==> src/ppe_map.vh <==
// register offsets, reset values and status bit positions of the port event block
`ifndef PPE_MAP_VH
`define PPE_MAP_VH
`define PPE_OFS_INPUT      6'h00
`define PPE_OFS_OUTPUT     6'h02
`define PPE_OFS_DIRECTION  6'h04
`define PPE_OFS_PULL       6'h06
`define PPE_OFS_DRIVE      6'h08
`define PPE_OFS_SEL_LOW    6'h0a
`define PPE_OFS_SEL_HIGH   6'h0c
`define PPE_OFS_VECTOR1    6'h0e
`define PPE_OFS_SEL_TOGGLE 6'h10
`define PPE_OFS_POLARITY   6'h18
`define PPE_OFS_ENABLE     6'h1a
`define PPE_OFS_FLAGS      6'h1c
`define PPE_OFS_VECTOR2    6'h1e
`define PPE_OFS_STATUS     6'h20
`define PPE_OFS_VECTOR3    6'h2e
`define PPE_OFS_VECTOR4    6'h3e
`define PPE_RST_BYTE       8'h00
`define PPE_RST_WORD       16'h0000
`define PPE_STATUS_LOCK    0
`define PPE_STATUS_SLEEPOK 1
`endif

==> src/ppe_port.v <==
// two-byte gpio port with edge event flags, event vectors and deep-sleep pin hold
//
// Functional notes
// RULE_01 - polarity 0 flags rising input edge, polarity 1 flags falling edge.
// RULE_02 - polarity change 0->1 with input low, or 1->0 with high, sets flag.
// RULE_03 - event enable bit gates its flag toward the interrupt request.
// RULE_04 - sleep entry sets hold lock; pins freeze at pre-entry configuration.
// RULE_05 - during deep sleep only physical pin states are kept, registers lost.
// RULE_06 - wake event triggers brownout reset, returning all registers to defaults.
// RULE_07 - after wake, pins stay frozen while the hold lock stays set. Here resetn clears the snapshot and lock_s, so pins go to reset values.
// RULE_08 - config writes under lock update registers but not pin behaviour.
// RULE_09 - clearing the lock makes pins follow current register configuration.
// RULE_10 - flags set by wake cannot be cleared by software until lock clears.
// RULE_11 - deep sleep is refused while the hold lock is still set.
// RULE_12 - wake edges on several pins each set their own flag.
// RULE_13 - software configures wake pins as inputs with polarity and enable first.
// RULE_14 - software unlocks power manager, requests regulator off, sets sleep bits.
// RULE_15 - software restores polarity and enables before clearing the lock.
// RULE_16 - registers accessible as word or byte; low byte bits 0-7, high 8-15.
// RULE_17 - registers decoded at fixed offsets from the port group base.
// RULE_18 - debug-shared port pins leave reset as high-impedance inputs.
// RULE_19 - any vector access clears highest-priority pending enabled flag.
// RULE_20 - vector is 0 when idle, else twice pin index plus 2.
// RULE_21 - flags set by transitions only; request needs enable and global enable.
// RULE_22 - nonzero function select disables that pin's event detection.
// RULE_23 - pin inputs are synchronised and compared with previous sample.
// RULE_24 - hold lock input gates updates of pin output, direction and pulls.
//
// Our own choice: strobed register access.
`timescale 1ns/100ps
`include "ppe_map.vh"

module ppe_port
#(
    parameter W = 16
)
(
    input  wire          ref_clk,
    input  wire          resetn,
    input  wire          clk_en,
    input  wire [5:0]    bus_addr,
    input  wire [15:0]   bus_wdata,
    input  wire [1:0]    bus_byte_en,
    input  wire          bus_write,
    input  wire          bus_read,
    output reg  [15:0]   bus_rdata,
    input  wire          pin_hold_lock,
    input  wire          regulator_off_request,
    input  wire          global_interrupt_enable,
    input  wire          debug_shared_mode,
    input  wire [W-1:0]  pin_in,
    output wire [W-1:0]  pin_out,
    output wire [W-1:0]  pin_oe,
    output wire [W-1:0]  pin_pull_en,
    output wire [W-1:0]  pin_drive_high,
    output wire [1:0]    event_irq,
    output wire          regulator_off_sleep
);

////////////////////////////////////////////////////////////////////////////////
// registers; brownout reset after wake arrives on resetn and clears them all

reg  [W-1:0]  output_latch;
reg  [W-1:0]  pin_direction;
reg  [W-1:0]  pull_resistor_enable;
reg  [W-1:0]  drive_strength_select;
reg  [W-1:0]  function_select_low;
reg  [W-1:0]  function_select_high;
reg  [W-1:0]  edge_polarity_select;
reg  [W-1:0]  pin_event_enable;
reg  [W-1:0]  pin_event_flag;
reg  [W-1:0]  wake_flag;
reg  [W-1:0]  sync_a;
reg  [W-1:0]  pin_input_level;
reg  [W-1:0]  prev_level;
reg           lock_a;
reg           lock_s;
reg           lock_d;
// no edge is judged until the sync chain has been filled since reset
reg  [2:0]    sync_fill;
reg  [W-1:0]  held_out;
reg  [W-1:0]  held_oe;
reg  [W-1:0]  held_pull;
reg  [W-1:0]  held_drive;

wire [W-1:0] wmask = {{8{bus_byte_en[1]}}, {8{bus_byte_en[0]}}};      // RULE_16
wire         wr    = clk_en & bus_write;
wire         rd    = clk_en & bus_read;

function [W-1:0] merge;
    input [W-1:0] old;
    input [W-1:0] data;
    input [W-1:0] mask;
    begin
        merge = (old & ~mask) | (data & mask);
    end
endfunction

////////////////////////////////////////////////////////////////////////////////
// pin synchroniser and lock synchroniser

always @(posedge ref_clk or negedge resetn)
begin
    if (!resetn)
    begin
        sync_a          <= {W{1'b0}};
        pin_input_level <= {W{1'b0}};
        prev_level      <= {W{1'b0}};
        lock_a          <= 1'b0;
        lock_s          <= 1'b0;
        lock_d          <= 1'b0;
        sync_fill       <= 3'b000;
    end
    else if (clk_en)
    begin
        sync_fill       <= {sync_fill[1:0], 1'b1};
        sync_a          <= pin_in;                                    // RULE_23
        pin_input_level <= sync_a;
        prev_level      <= pin_input_level;
        lock_a          <= pin_hold_lock;
        lock_s          <= lock_a;
        lock_d          <= lock_s;
    end
end

////////////////////////////////////////////////////////////////////////////////
// event detection

wire [W-1:0] detect_ok = ~(function_select_low | function_select_high);  // RULE_22
wire [W-1:0] rise      = pin_input_level & ~prev_level;
wire [W-1:0] fall      = ~pin_input_level & prev_level;
wire [W-1:0] edge_hit  = ((rise & ~edge_polarity_select)
                        | (fall & edge_polarity_select)) & detect_ok
                        & {W{sync_fill[2]}};                           // RULE_01 RULE_21
wire         pol_wr    = wr && bus_addr[5:1] == `PPE_OFS_POLARITY >> 1;
wire [W-1:0] next_pol  = merge(edge_polarity_select, bus_wdata, wmask);
wire [W-1:0] pol_hit   = pol_wr ? ((~edge_polarity_select & next_pol & ~pin_input_level)
                        | (edge_polarity_select & ~next_pol & pin_input_level))
                        & detect_ok & {W{sync_fill[2]}} : {W{1'b0}};   // RULE_02
wire [W-1:0] enabled   = pin_event_flag & pin_event_enable;           // RULE_03

// priority pick per byte, bit 0 first
function [3:0] first_bit;
    input [7:0] v;
    integer k;
    begin
        first_bit = 4'h8;
        for (k = 7; k >= 0; k = k - 1)
            if (v[k])
                first_bit = k[3:0];
    end
endfunction

wire [3:0]  pick1 = first_bit(enabled[7:0]);
wire [3:0]  pick2 = first_bit(enabled[15:8]);
wire [15:0] vec1  = pick1[3] ? `PPE_RST_WORD : {12'h000, pick1[2:0], 1'b0} + 16'h0002; // RULE_20
wire [15:0] vec2  = pick2[3] ? `PPE_RST_WORD : {12'h000, pick2[2:0], 1'b0} + 16'h0002;
wire        v1_acc = (wr | rd) && bus_addr[5:1] == `PPE_OFS_VECTOR1 >> 1;
wire        v2_acc = (wr | rd) && bus_addr[5:1] == `PPE_OFS_VECTOR2 >> 1;
reg  [W-1:0] vec_clr;

always @*
begin
    vec_clr = {W{1'b0}};
    if (v1_acc && !pick1[3])
        vec_clr[pick1[2:0]] = 1'b1;                                   // RULE_19
    if (v2_acc && !pick2[3])
        vec_clr[{1'b1, pick2[2:0]}] = 1'b1;
end

wire         flag_wr  = wr && bus_addr[5:1] == `PPE_OFS_FLAGS >> 1;
// wake flags cannot be cleared while locked; set wins over any clear
wire [W-1:0] protect  = lock_s ? wake_flag : {W{1'b0}};              // RULE_10
wire [W-1:0] sw_flag  = flag_wr ? merge(pin_event_flag, bus_wdata, wmask) : pin_event_flag;
wire [W-1:0] next_flag = ((sw_flag & ~vec_clr) | protect | edge_hit | pol_hit); // RULE_12

////////////////////////////////////////////////////////////////////////////////
// register writes

always @(posedge ref_clk or negedge resetn)
begin
    if (!resetn)
    begin
        output_latch          <= `PPE_RST_WORD;
        pin_direction         <= `PPE_RST_WORD;                       // RULE_18
        pull_resistor_enable  <= `PPE_RST_WORD;
        drive_strength_select <= `PPE_RST_WORD;
        function_select_low   <= `PPE_RST_WORD;
        function_select_high  <= `PPE_RST_WORD;
        edge_polarity_select  <= `PPE_RST_WORD;
        pin_event_enable      <= `PPE_RST_WORD;
        pin_event_flag        <= `PPE_RST_WORD;                       // RULE_06
        wake_flag             <= `PPE_RST_WORD;
    end
    else if (clk_en)
    begin
        pin_event_flag <= next_flag;
        // edge flags raised while the lock holds are treated as wake flags
        wake_flag <= lock_s ? (wake_flag | edge_hit) : {W{1'b0}};
        if (wr)
        begin
            case (bus_addr[5:1])                                      // RULE_17
                `PPE_OFS_OUTPUT >> 1:
                    output_latch <= merge(output_latch, bus_wdata, wmask);   // RULE_08
                `PPE_OFS_DIRECTION >> 1:
                    pin_direction <= merge(pin_direction, bus_wdata, wmask);
                `PPE_OFS_PULL >> 1:
                    pull_resistor_enable <= merge(pull_resistor_enable, bus_wdata, wmask);
                `PPE_OFS_DRIVE >> 1:
                    drive_strength_select <= merge(drive_strength_select, bus_wdata, wmask);
                `PPE_OFS_SEL_LOW >> 1:
                    function_select_low <= merge(function_select_low, bus_wdata, wmask);
                `PPE_OFS_SEL_HIGH >> 1:
                    function_select_high <= merge(function_select_high, bus_wdata, wmask);
                `PPE_OFS_SEL_TOGGLE >> 1:
                begin
                    function_select_low  <= function_select_low ^ (bus_wdata & wmask);
                    function_select_high <= function_select_high ^ (bus_wdata & wmask);
                end
                `PPE_OFS_POLARITY >> 1:
                    edge_polarity_select <= next_pol;
                `PPE_OFS_ENABLE >> 1:
                    pin_event_enable <= merge(pin_event_enable, bus_wdata, wmask);
                default:
                    output_latch <= output_latch;
            endcase
        end
    end
end

////////////////////////////////////////////////////////////////////////////////
// read port: data valid the cycle after the strobe

always @(posedge ref_clk or negedge resetn)
begin
    if (!resetn)
        bus_rdata <= `PPE_RST_WORD;
    else if (clk_en)
    begin
        bus_rdata <= `PPE_RST_WORD;
        if (rd)
        begin
            case (bus_addr[5:1])
                `PPE_OFS_INPUT >> 1:      bus_rdata <= pin_input_level;
                `PPE_OFS_OUTPUT >> 1:     bus_rdata <= output_latch;
                `PPE_OFS_DIRECTION >> 1:  bus_rdata <= pin_direction;
                `PPE_OFS_PULL >> 1:       bus_rdata <= pull_resistor_enable;
                `PPE_OFS_DRIVE >> 1:      bus_rdata <= drive_strength_select;
                `PPE_OFS_SEL_LOW >> 1:    bus_rdata <= function_select_low;
                `PPE_OFS_SEL_HIGH >> 1:   bus_rdata <= function_select_high;
                `PPE_OFS_VECTOR1 >> 1:    bus_rdata <= vec1;
                `PPE_OFS_POLARITY >> 1:   bus_rdata <= edge_polarity_select;
                `PPE_OFS_ENABLE >> 1:     bus_rdata <= pin_event_enable;
                `PPE_OFS_FLAGS >> 1:      bus_rdata <= pin_event_flag;
                `PPE_OFS_VECTOR2 >> 1:    bus_rdata <= vec2;
                `PPE_OFS_STATUS >> 1:
                    bus_rdata <= {14'h0000, ~lock_s, lock_s};
                default:                  bus_rdata <= `PPE_RST_WORD;
            endcase
        end
    end
end

////////////////////////////////////////////////////////////////////////////////
// pin hold: snapshot taken while unlocked, frozen while locked

always @(posedge ref_clk or negedge resetn)
begin
    if (!resetn)
    begin
        held_out   <= `PPE_RST_WORD;
        held_oe    <= `PPE_RST_WORD;
        held_pull  <= `PPE_RST_WORD;
        held_drive <= `PPE_RST_WORD;
    end
    else if (clk_en && !lock_s)                                       // RULE_24
    begin
        held_out   <= output_latch;
        held_oe    <= pin_direction;
        held_pull  <= pull_resistor_enable;
        held_drive <= drive_strength_select;
    end
end

// the snapshot lags the registers one cycle so at lock it matches the pre-lock pin state
assign pin_out        = lock_s ? held_out   : output_latch;           // RULE_04 RULE_07 RULE_09
assign pin_oe         = lock_s ? held_oe    : pin_direction;          // RULE_05
assign pin_pull_en    = lock_s ? held_pull  : pull_resistor_enable;
assign pin_drive_high = lock_s ? held_drive : drive_strength_select;
// requests are masked under lock so a wake flag does not fire before restore
assign event_irq[0]   = |enabled[7:0]  & global_interrupt_enable & ~lock_s;   // RULE_21
assign event_irq[1]   = |enabled[15:8] & global_interrupt_enable & ~lock_s;
// the power manager may only enter regulator-off sleep with the lock clear
assign regulator_off_sleep = regulator_off_request & ~lock_s & ~lock_d
                           & ~debug_shared_mode;                      // RULE_11

endmodule

==> config.mk <==
export PLATFORM = sky130hd
export DESIGN_NAME = ppe_port
export DESIGN_NICKNAME = d
export VERILOG_FILES = /design/src/ppe_port.v
export VERILOG_INCLUDE_DIRS = /design/src /design/src/src
export SDC_FILE = /design/constraint.sdc
export NUM_CORES = 1
export LEC_CHECK = 0
export BUFFER_PORTS_ARGS = -buffer_cell sky130_fd_sc_hd__buf_2
export CORE_ASPECT_RATIO = 1.25
export CORE_MARGIN = 2
export CORE_UTILIZATION = 54
export DETAILED_ROUTE_END_ITERATION = 7
export PLACE_DENSITY = 0.85
export SLEW_MARGIN = 20
export SYNTH_ARGS = -nofsm -noshare
export SYNTH_HDL_FRONTEND = slang
export SYNTH_SLANG_ARGS = --single-unit
export TNS_END_PERCENT = 20
==> constraint.sdc <==
create_clock -name ref_clk -period 2.25 [get_ports ref_clk]
set_clock_uncertainty 0.1 [all_clocks]
set_input_delay 0.225 -clock ref_clk [delete_from_list [all_inputs] [get_ports ref_clk]]
set_output_delay 0.225 -clock ref_clk [all_outputs]
set_load 0.01 [all_outputs]
Word level (Yosys, flattened, before mapping) --
Cells that the tools add are included.
Cells by class: mux-type cells 36, bitwise operators 63, magnitude comparators 4, $add $sub $neg 2, equality and inequality tests 13, reductions and logical operators 25
Operators by type and width (count):
- bitwise AND 16 bit | 24
- bitwise OR 16 bit | 17
- one-hot mux 16 bit (13 select lines) | 1
- two-way mux 16 bit | 10
- NOT 16 bit | 7
- two-way mux 4 bit | 16
- one-hot mux 16 bit (2 select lines) | 2
- XOR 16 bit | 2
- == test 5 x 4 -> 1 bit (second input constant) | 5
- AND reduction 3 bit | 8
- == test 5 x 3 -> 1 bit (second input constant) | 4
- OR reduction 8 bit | 2
- adder 4 x 2 -> 5 bit (second input constant) | 2
- == test 5 x 2 -> 1 bit (second input constant) | 2
- two-way mux 5 bit | 2
- bitwise AND 1 bit | 9
- logical AND 1 bit | 9
- two-way mux 8 bit | 1
- demux 1 bit (select 3 bit) | 2
- == test 5 x 1 -> 1 bit (second input constant) | 1
- == test 5 bit (second input constant) | 1
- zero test 5 bit | 1
- < comparator 3 x 5 -> 1 bit (second input constant) | 1
- < comparator 4 x 5 -> 1 bit (second input constant) | 1
- 7 further kinds | 13
Storage, ports and cells: logic and storage cells 165, output and inout bits 83, bits in registers 294

Longest topological paths before layout --
depth in word-level cells 21, gate-level depth with buffers 9

Worst setup path before layout --
No wires, ideal clock.
path type register -> register, from reg pin_event_flag[8], to reg bus_rdata[3], cell stages (with the launch flop) 10, path slack 0.127 ns, period minus slack after synthesis 2.123 ns, setup time 0.142 ns, arrival time 1.881 ns, path buffers 1, path through dfrtp_1 -> buf_2 -> a22oi_1 -> and3_1 -> a311oi_2 -> inv_1 -> ha_1 -> xnor2_1 -> a211oi_1 -> a41oi_1
Between the ends: longest elaborated chain between the ends 6
Ends and longest elaborated chain:
- from (decl) | RTL line ppe_port.v:71 | reg [W-1:0] pin_event_flag;
- from (signal assigned) | RTL line ppe_port.v:192 | pin_event_flag <= `PPE_RST_WORD;
- from (signal assigned) | RTL line ppe_port.v:197 | pin_event_flag <= next_flag;
- bitwise AND 16 bit (*) | RTL line ppe_port.v:140 | wire [W-1:0] enabled = pin_event_flag & pin_event_enable;
- two-way mux 4 bit (*) | RTL line ppe_port.v:149 | if (v[k])
- adder 4 x 2 -> 5 bit | RTL line ppe_port.v:157 | wire [15:0] vec2 = pick2[3] ? `PPE_RST_WORD : {12'h000, pick2[2:0], 1'b0} + 16'h0002;
- two-way mux 5 bit (*) | RTL line ppe_port.v:157
- one-hot mux 16 bit (13 select lines) (*) | RTL line ppe_port.v:243 | case (bus_addr[5:1])
- two-way mux 16 bit (*) | RTL line ppe_port.v:241 | if (rd)
- to (signal assigned) | RTL line ppe_port.v:240 | bus_rdata <= `PPE_RST_WORD;
- to (signal assigned) | RTL line ppe_port.v:244 | `PPE_OFS_INPUT >> 1: bus_rdata <= pin_input_level;
- to (signal assigned) | RTL line ppe_port.v:245 | `PPE_OFS_OUTPUT >> 1: bus_rdata <= output_latch;
- to (decl) | RTL line ppe_port.v:46 | output reg [15:0] bus_rdata,
Every way passes the cells marked *; elsewhere a longest branch is shown, timed or not. A chain may end at the register's enable or synchronous reset.

==> results.toml <==
[status]
outcome = "finished, violations left"
violations = "setup timing"

[route]
wl_mm = 43.71
drtPass1Iterations = 5
viasPerCell = 6.403
via_count = 12930
drt_iter0_markers = 1411
ant_nets = 0
post-route-drc-count = 0
wl_per_cell_um = 21.64

[sta]
hold_viol = 0
tightest_slew_ns = 0.6279
slew_viol_final = 0
rsz0062_at_grt = "true"
slew_headroom_pct = 58.08
min_period_over_period_pct = 103.8
period_needed_ns = 2.337
whs_ns = 0.03233
layout_setup_ws_ns = -0.08658
fmax_mhz = 428.0
setup_viol = 1

[logic_synthesis]
synthArstFlopShare_pct = 100.0
synthAdderAreaFrac_pct = 0.1659
synthTopCellsByArea = "dfrtp_1 49%, mux2_2 16%, nand2_1 6.1%"
syn_nets = 1510
synth_edf_count = 0
ys_seq_area_share_pct = 48.76
synthMuxAreaShare_pct = 16.56
yosys.cell_types.count = 69
synth_xor_area_share_pct = 0.05805
synthCells = 1459
avgSynthCellArea_um2 = 10.34
synth-main-ff-cell = "dfrtp_1"
synth_top_family_by_area = "simple AND/OR/NAND/NOR gates"
synth-seq-cells = 294
yosys.area_share.simple_pct = 17.34
netlist_area_um2 = 15090
yosysWarningCount = 0
synth_top_area_cell = "dfrtp_1"
synth_compound_area_share_pct = 14.16
synth_top_area_share_pct = 48.76

[grt]
grt_pass1_vias = 12470
antenna_found_initial = 1
grt.overflow.total = 0
grt_max_degree = 85
track_usage_pct = 29.32
grt_pass1_wl_mm = 69.04

[finish]
drive_gt1_share_pct = 32.12
nets = 1698
area_growth_pct = 19.89
fillers = 2080

[floorplan]
die_h_um = 190.9
rows = 68
dieArea_um2 = 29300
coreArea_um2 = 27570
start_util_pct = 54.73
die_w_um = 153.5
ios = 132

[critical_path]
start_kind = "flop"
crit_type = "reg2out"
required_ns = 1.92
cp-end-kind = "output pin"
path_max_fanout = 3
worstPathArrival_ns = 2.01

[cts]
clock_latency_ns = 0.56
cts_buffers = 30
cts_root_buf = "clkbuf_16"
clock_tree.buffer_depth = 3
path_clk_slew_ns = 0.06
cts_tree = "built"
clock-sinks = 294
ctsHtreeMaxLevel = 1

[min_path]
hp-class = "in2reg"

[placed_design]
dp_hpwl_mm = 29.93
port-buffer-count = 130
finalWeightedCongestion = 0.9694
preCtsSetupSlack_ns = 0.08377

[power]
p_leak_nw = 8.470
p_total_w = 0.01409
ir_drop_mv = 0.5258
powerDensity_nw_per_um2 = 779.0

[run]
maxCapViolations = 0
==> stage by stage <==
stage	util, %	setup TNS, ns	cells	cell area, um^2
floorplan	-	0	1459	15090
detailed placement	60.22	0	1929	16600
CTS	65.31	-0.04052	2018	18000
global route	65.61	-0.1072	2020	18090
global placement	60.22	0	1929	16600
finish	65.61	-0.08658	2020	18090
==> cell type report <==
cell class	instances	area [um^2]	share of cell area, %
flip-flops and latches	294	7366	40.72
well taps	350	437.9	2.421
diodes	1	2.502	0.01384
clock buffers	39	834.6	4.614
clock inverters	15	201.4	1.114
multi-input cells	1066	7380	40.80
repair buffers	247	1836	10.15
inverters	8	30.03	0.1660
==> timing repair <==
action                                  4_1_cts  5_1_grt
buffers inserted                              6        1
endpoints found under the setup margin       66        5
hold buffers                                 29        0
hold endpoints to repair                    283        0
gates resized for setup                       6       17
pin swaps                                     2        3
==> cells in the final DEF, fill, tap and decap left out, types with 12 or more instances in the layout <==
cell and instances:
mux2_2 211, nand2b_1 20, buf_2 127, and3_1 21, nand4_1 13, clkbuf_16 30
a21oi_1 69, buf_4 71, o22ai_1 20, a22oi_1 51, a22o_1 19, dfrtp_1 289
nand2_1 245, nand3_1 54, o21ai_0 46, nor2_1 68, nor4_1 12, nor3b_1 30
buf_12 15, dlygate4sd3_1 29, o21a_1 17, and3b_1 17, a211oi_1 15
==> critical path: stages (launching register included) <==
cell and delay, ns:
dfrtp_1 0.40, buf_6 0.13, a22o_4 0.27, nor4_4 0.28
buf_4 0.20, nor2_4 0.04, buf_6 0.12
==> synth_stat cells (all sizes together), types with 21 or more instances <==
cell / n
a21oi: 79
a22o: 21
a22oi: 53
and3: 21
buf: 39
clkbuf: 52
dfrtp: 294
mux2: 213
nand2: 246
nand2b: 21
nand3: 56
nor2: 79
nor3b: 30
o21ai: 46
==> layer usage <==
layer / vias up / wire, um / GRT usage [%]
li1: 5698 / - / -
met4: 0 / 1738 / 12.10
met5: - / 0 / 0
met3: 137 / 4547 / 4.977
met1: 6324 / 17610 / 41.73
met2: 775 / 19810 / 44.84
==> logic make-up (layout without fill, tap and decap cells) <==
family | count (synthesis) | count (layout)
muxes | 223 | 223
xor gates and xnor gates | 1 | 1
other | 0 | 1
buffers and inverters | 99 | 309
AOI/OAI and AO/OA | 307 | 307
DFF | 294 | 294
and+or+nand+nor | 533 | 533
adders and majority gates | 2 | 2
==> power breakdown <==
part | total (W) | switching [W] | internal, W
clock | 0.00520 | 0.00212 | 0.00307
combinational | 0.00242 | 0.00129 | 0.00113
sequential | 0.00647 | 0.000609 | 0.00587
==> final timing paths <==
check / slack, ns / to / cells past startpoint / start
setup reg to reg: 0.10 / bus_rdata[3] / 8 / flop
setup / recovery: -0.09 / event_irq[1] / 6 / flop
max in group asynchronous: 1.19 / bus_rdata[9] / 3 / resetn
hold reg to reg: 0.37 / sync_fill[0] / 1 / sync_fill[0]
min in group asynchronous: 0.13 / sync_a[7] / 2 / resetn
hold / removal: 0.03 / flop / 3 / bus_wdata[4]
(Power assumes the default switching activity.)
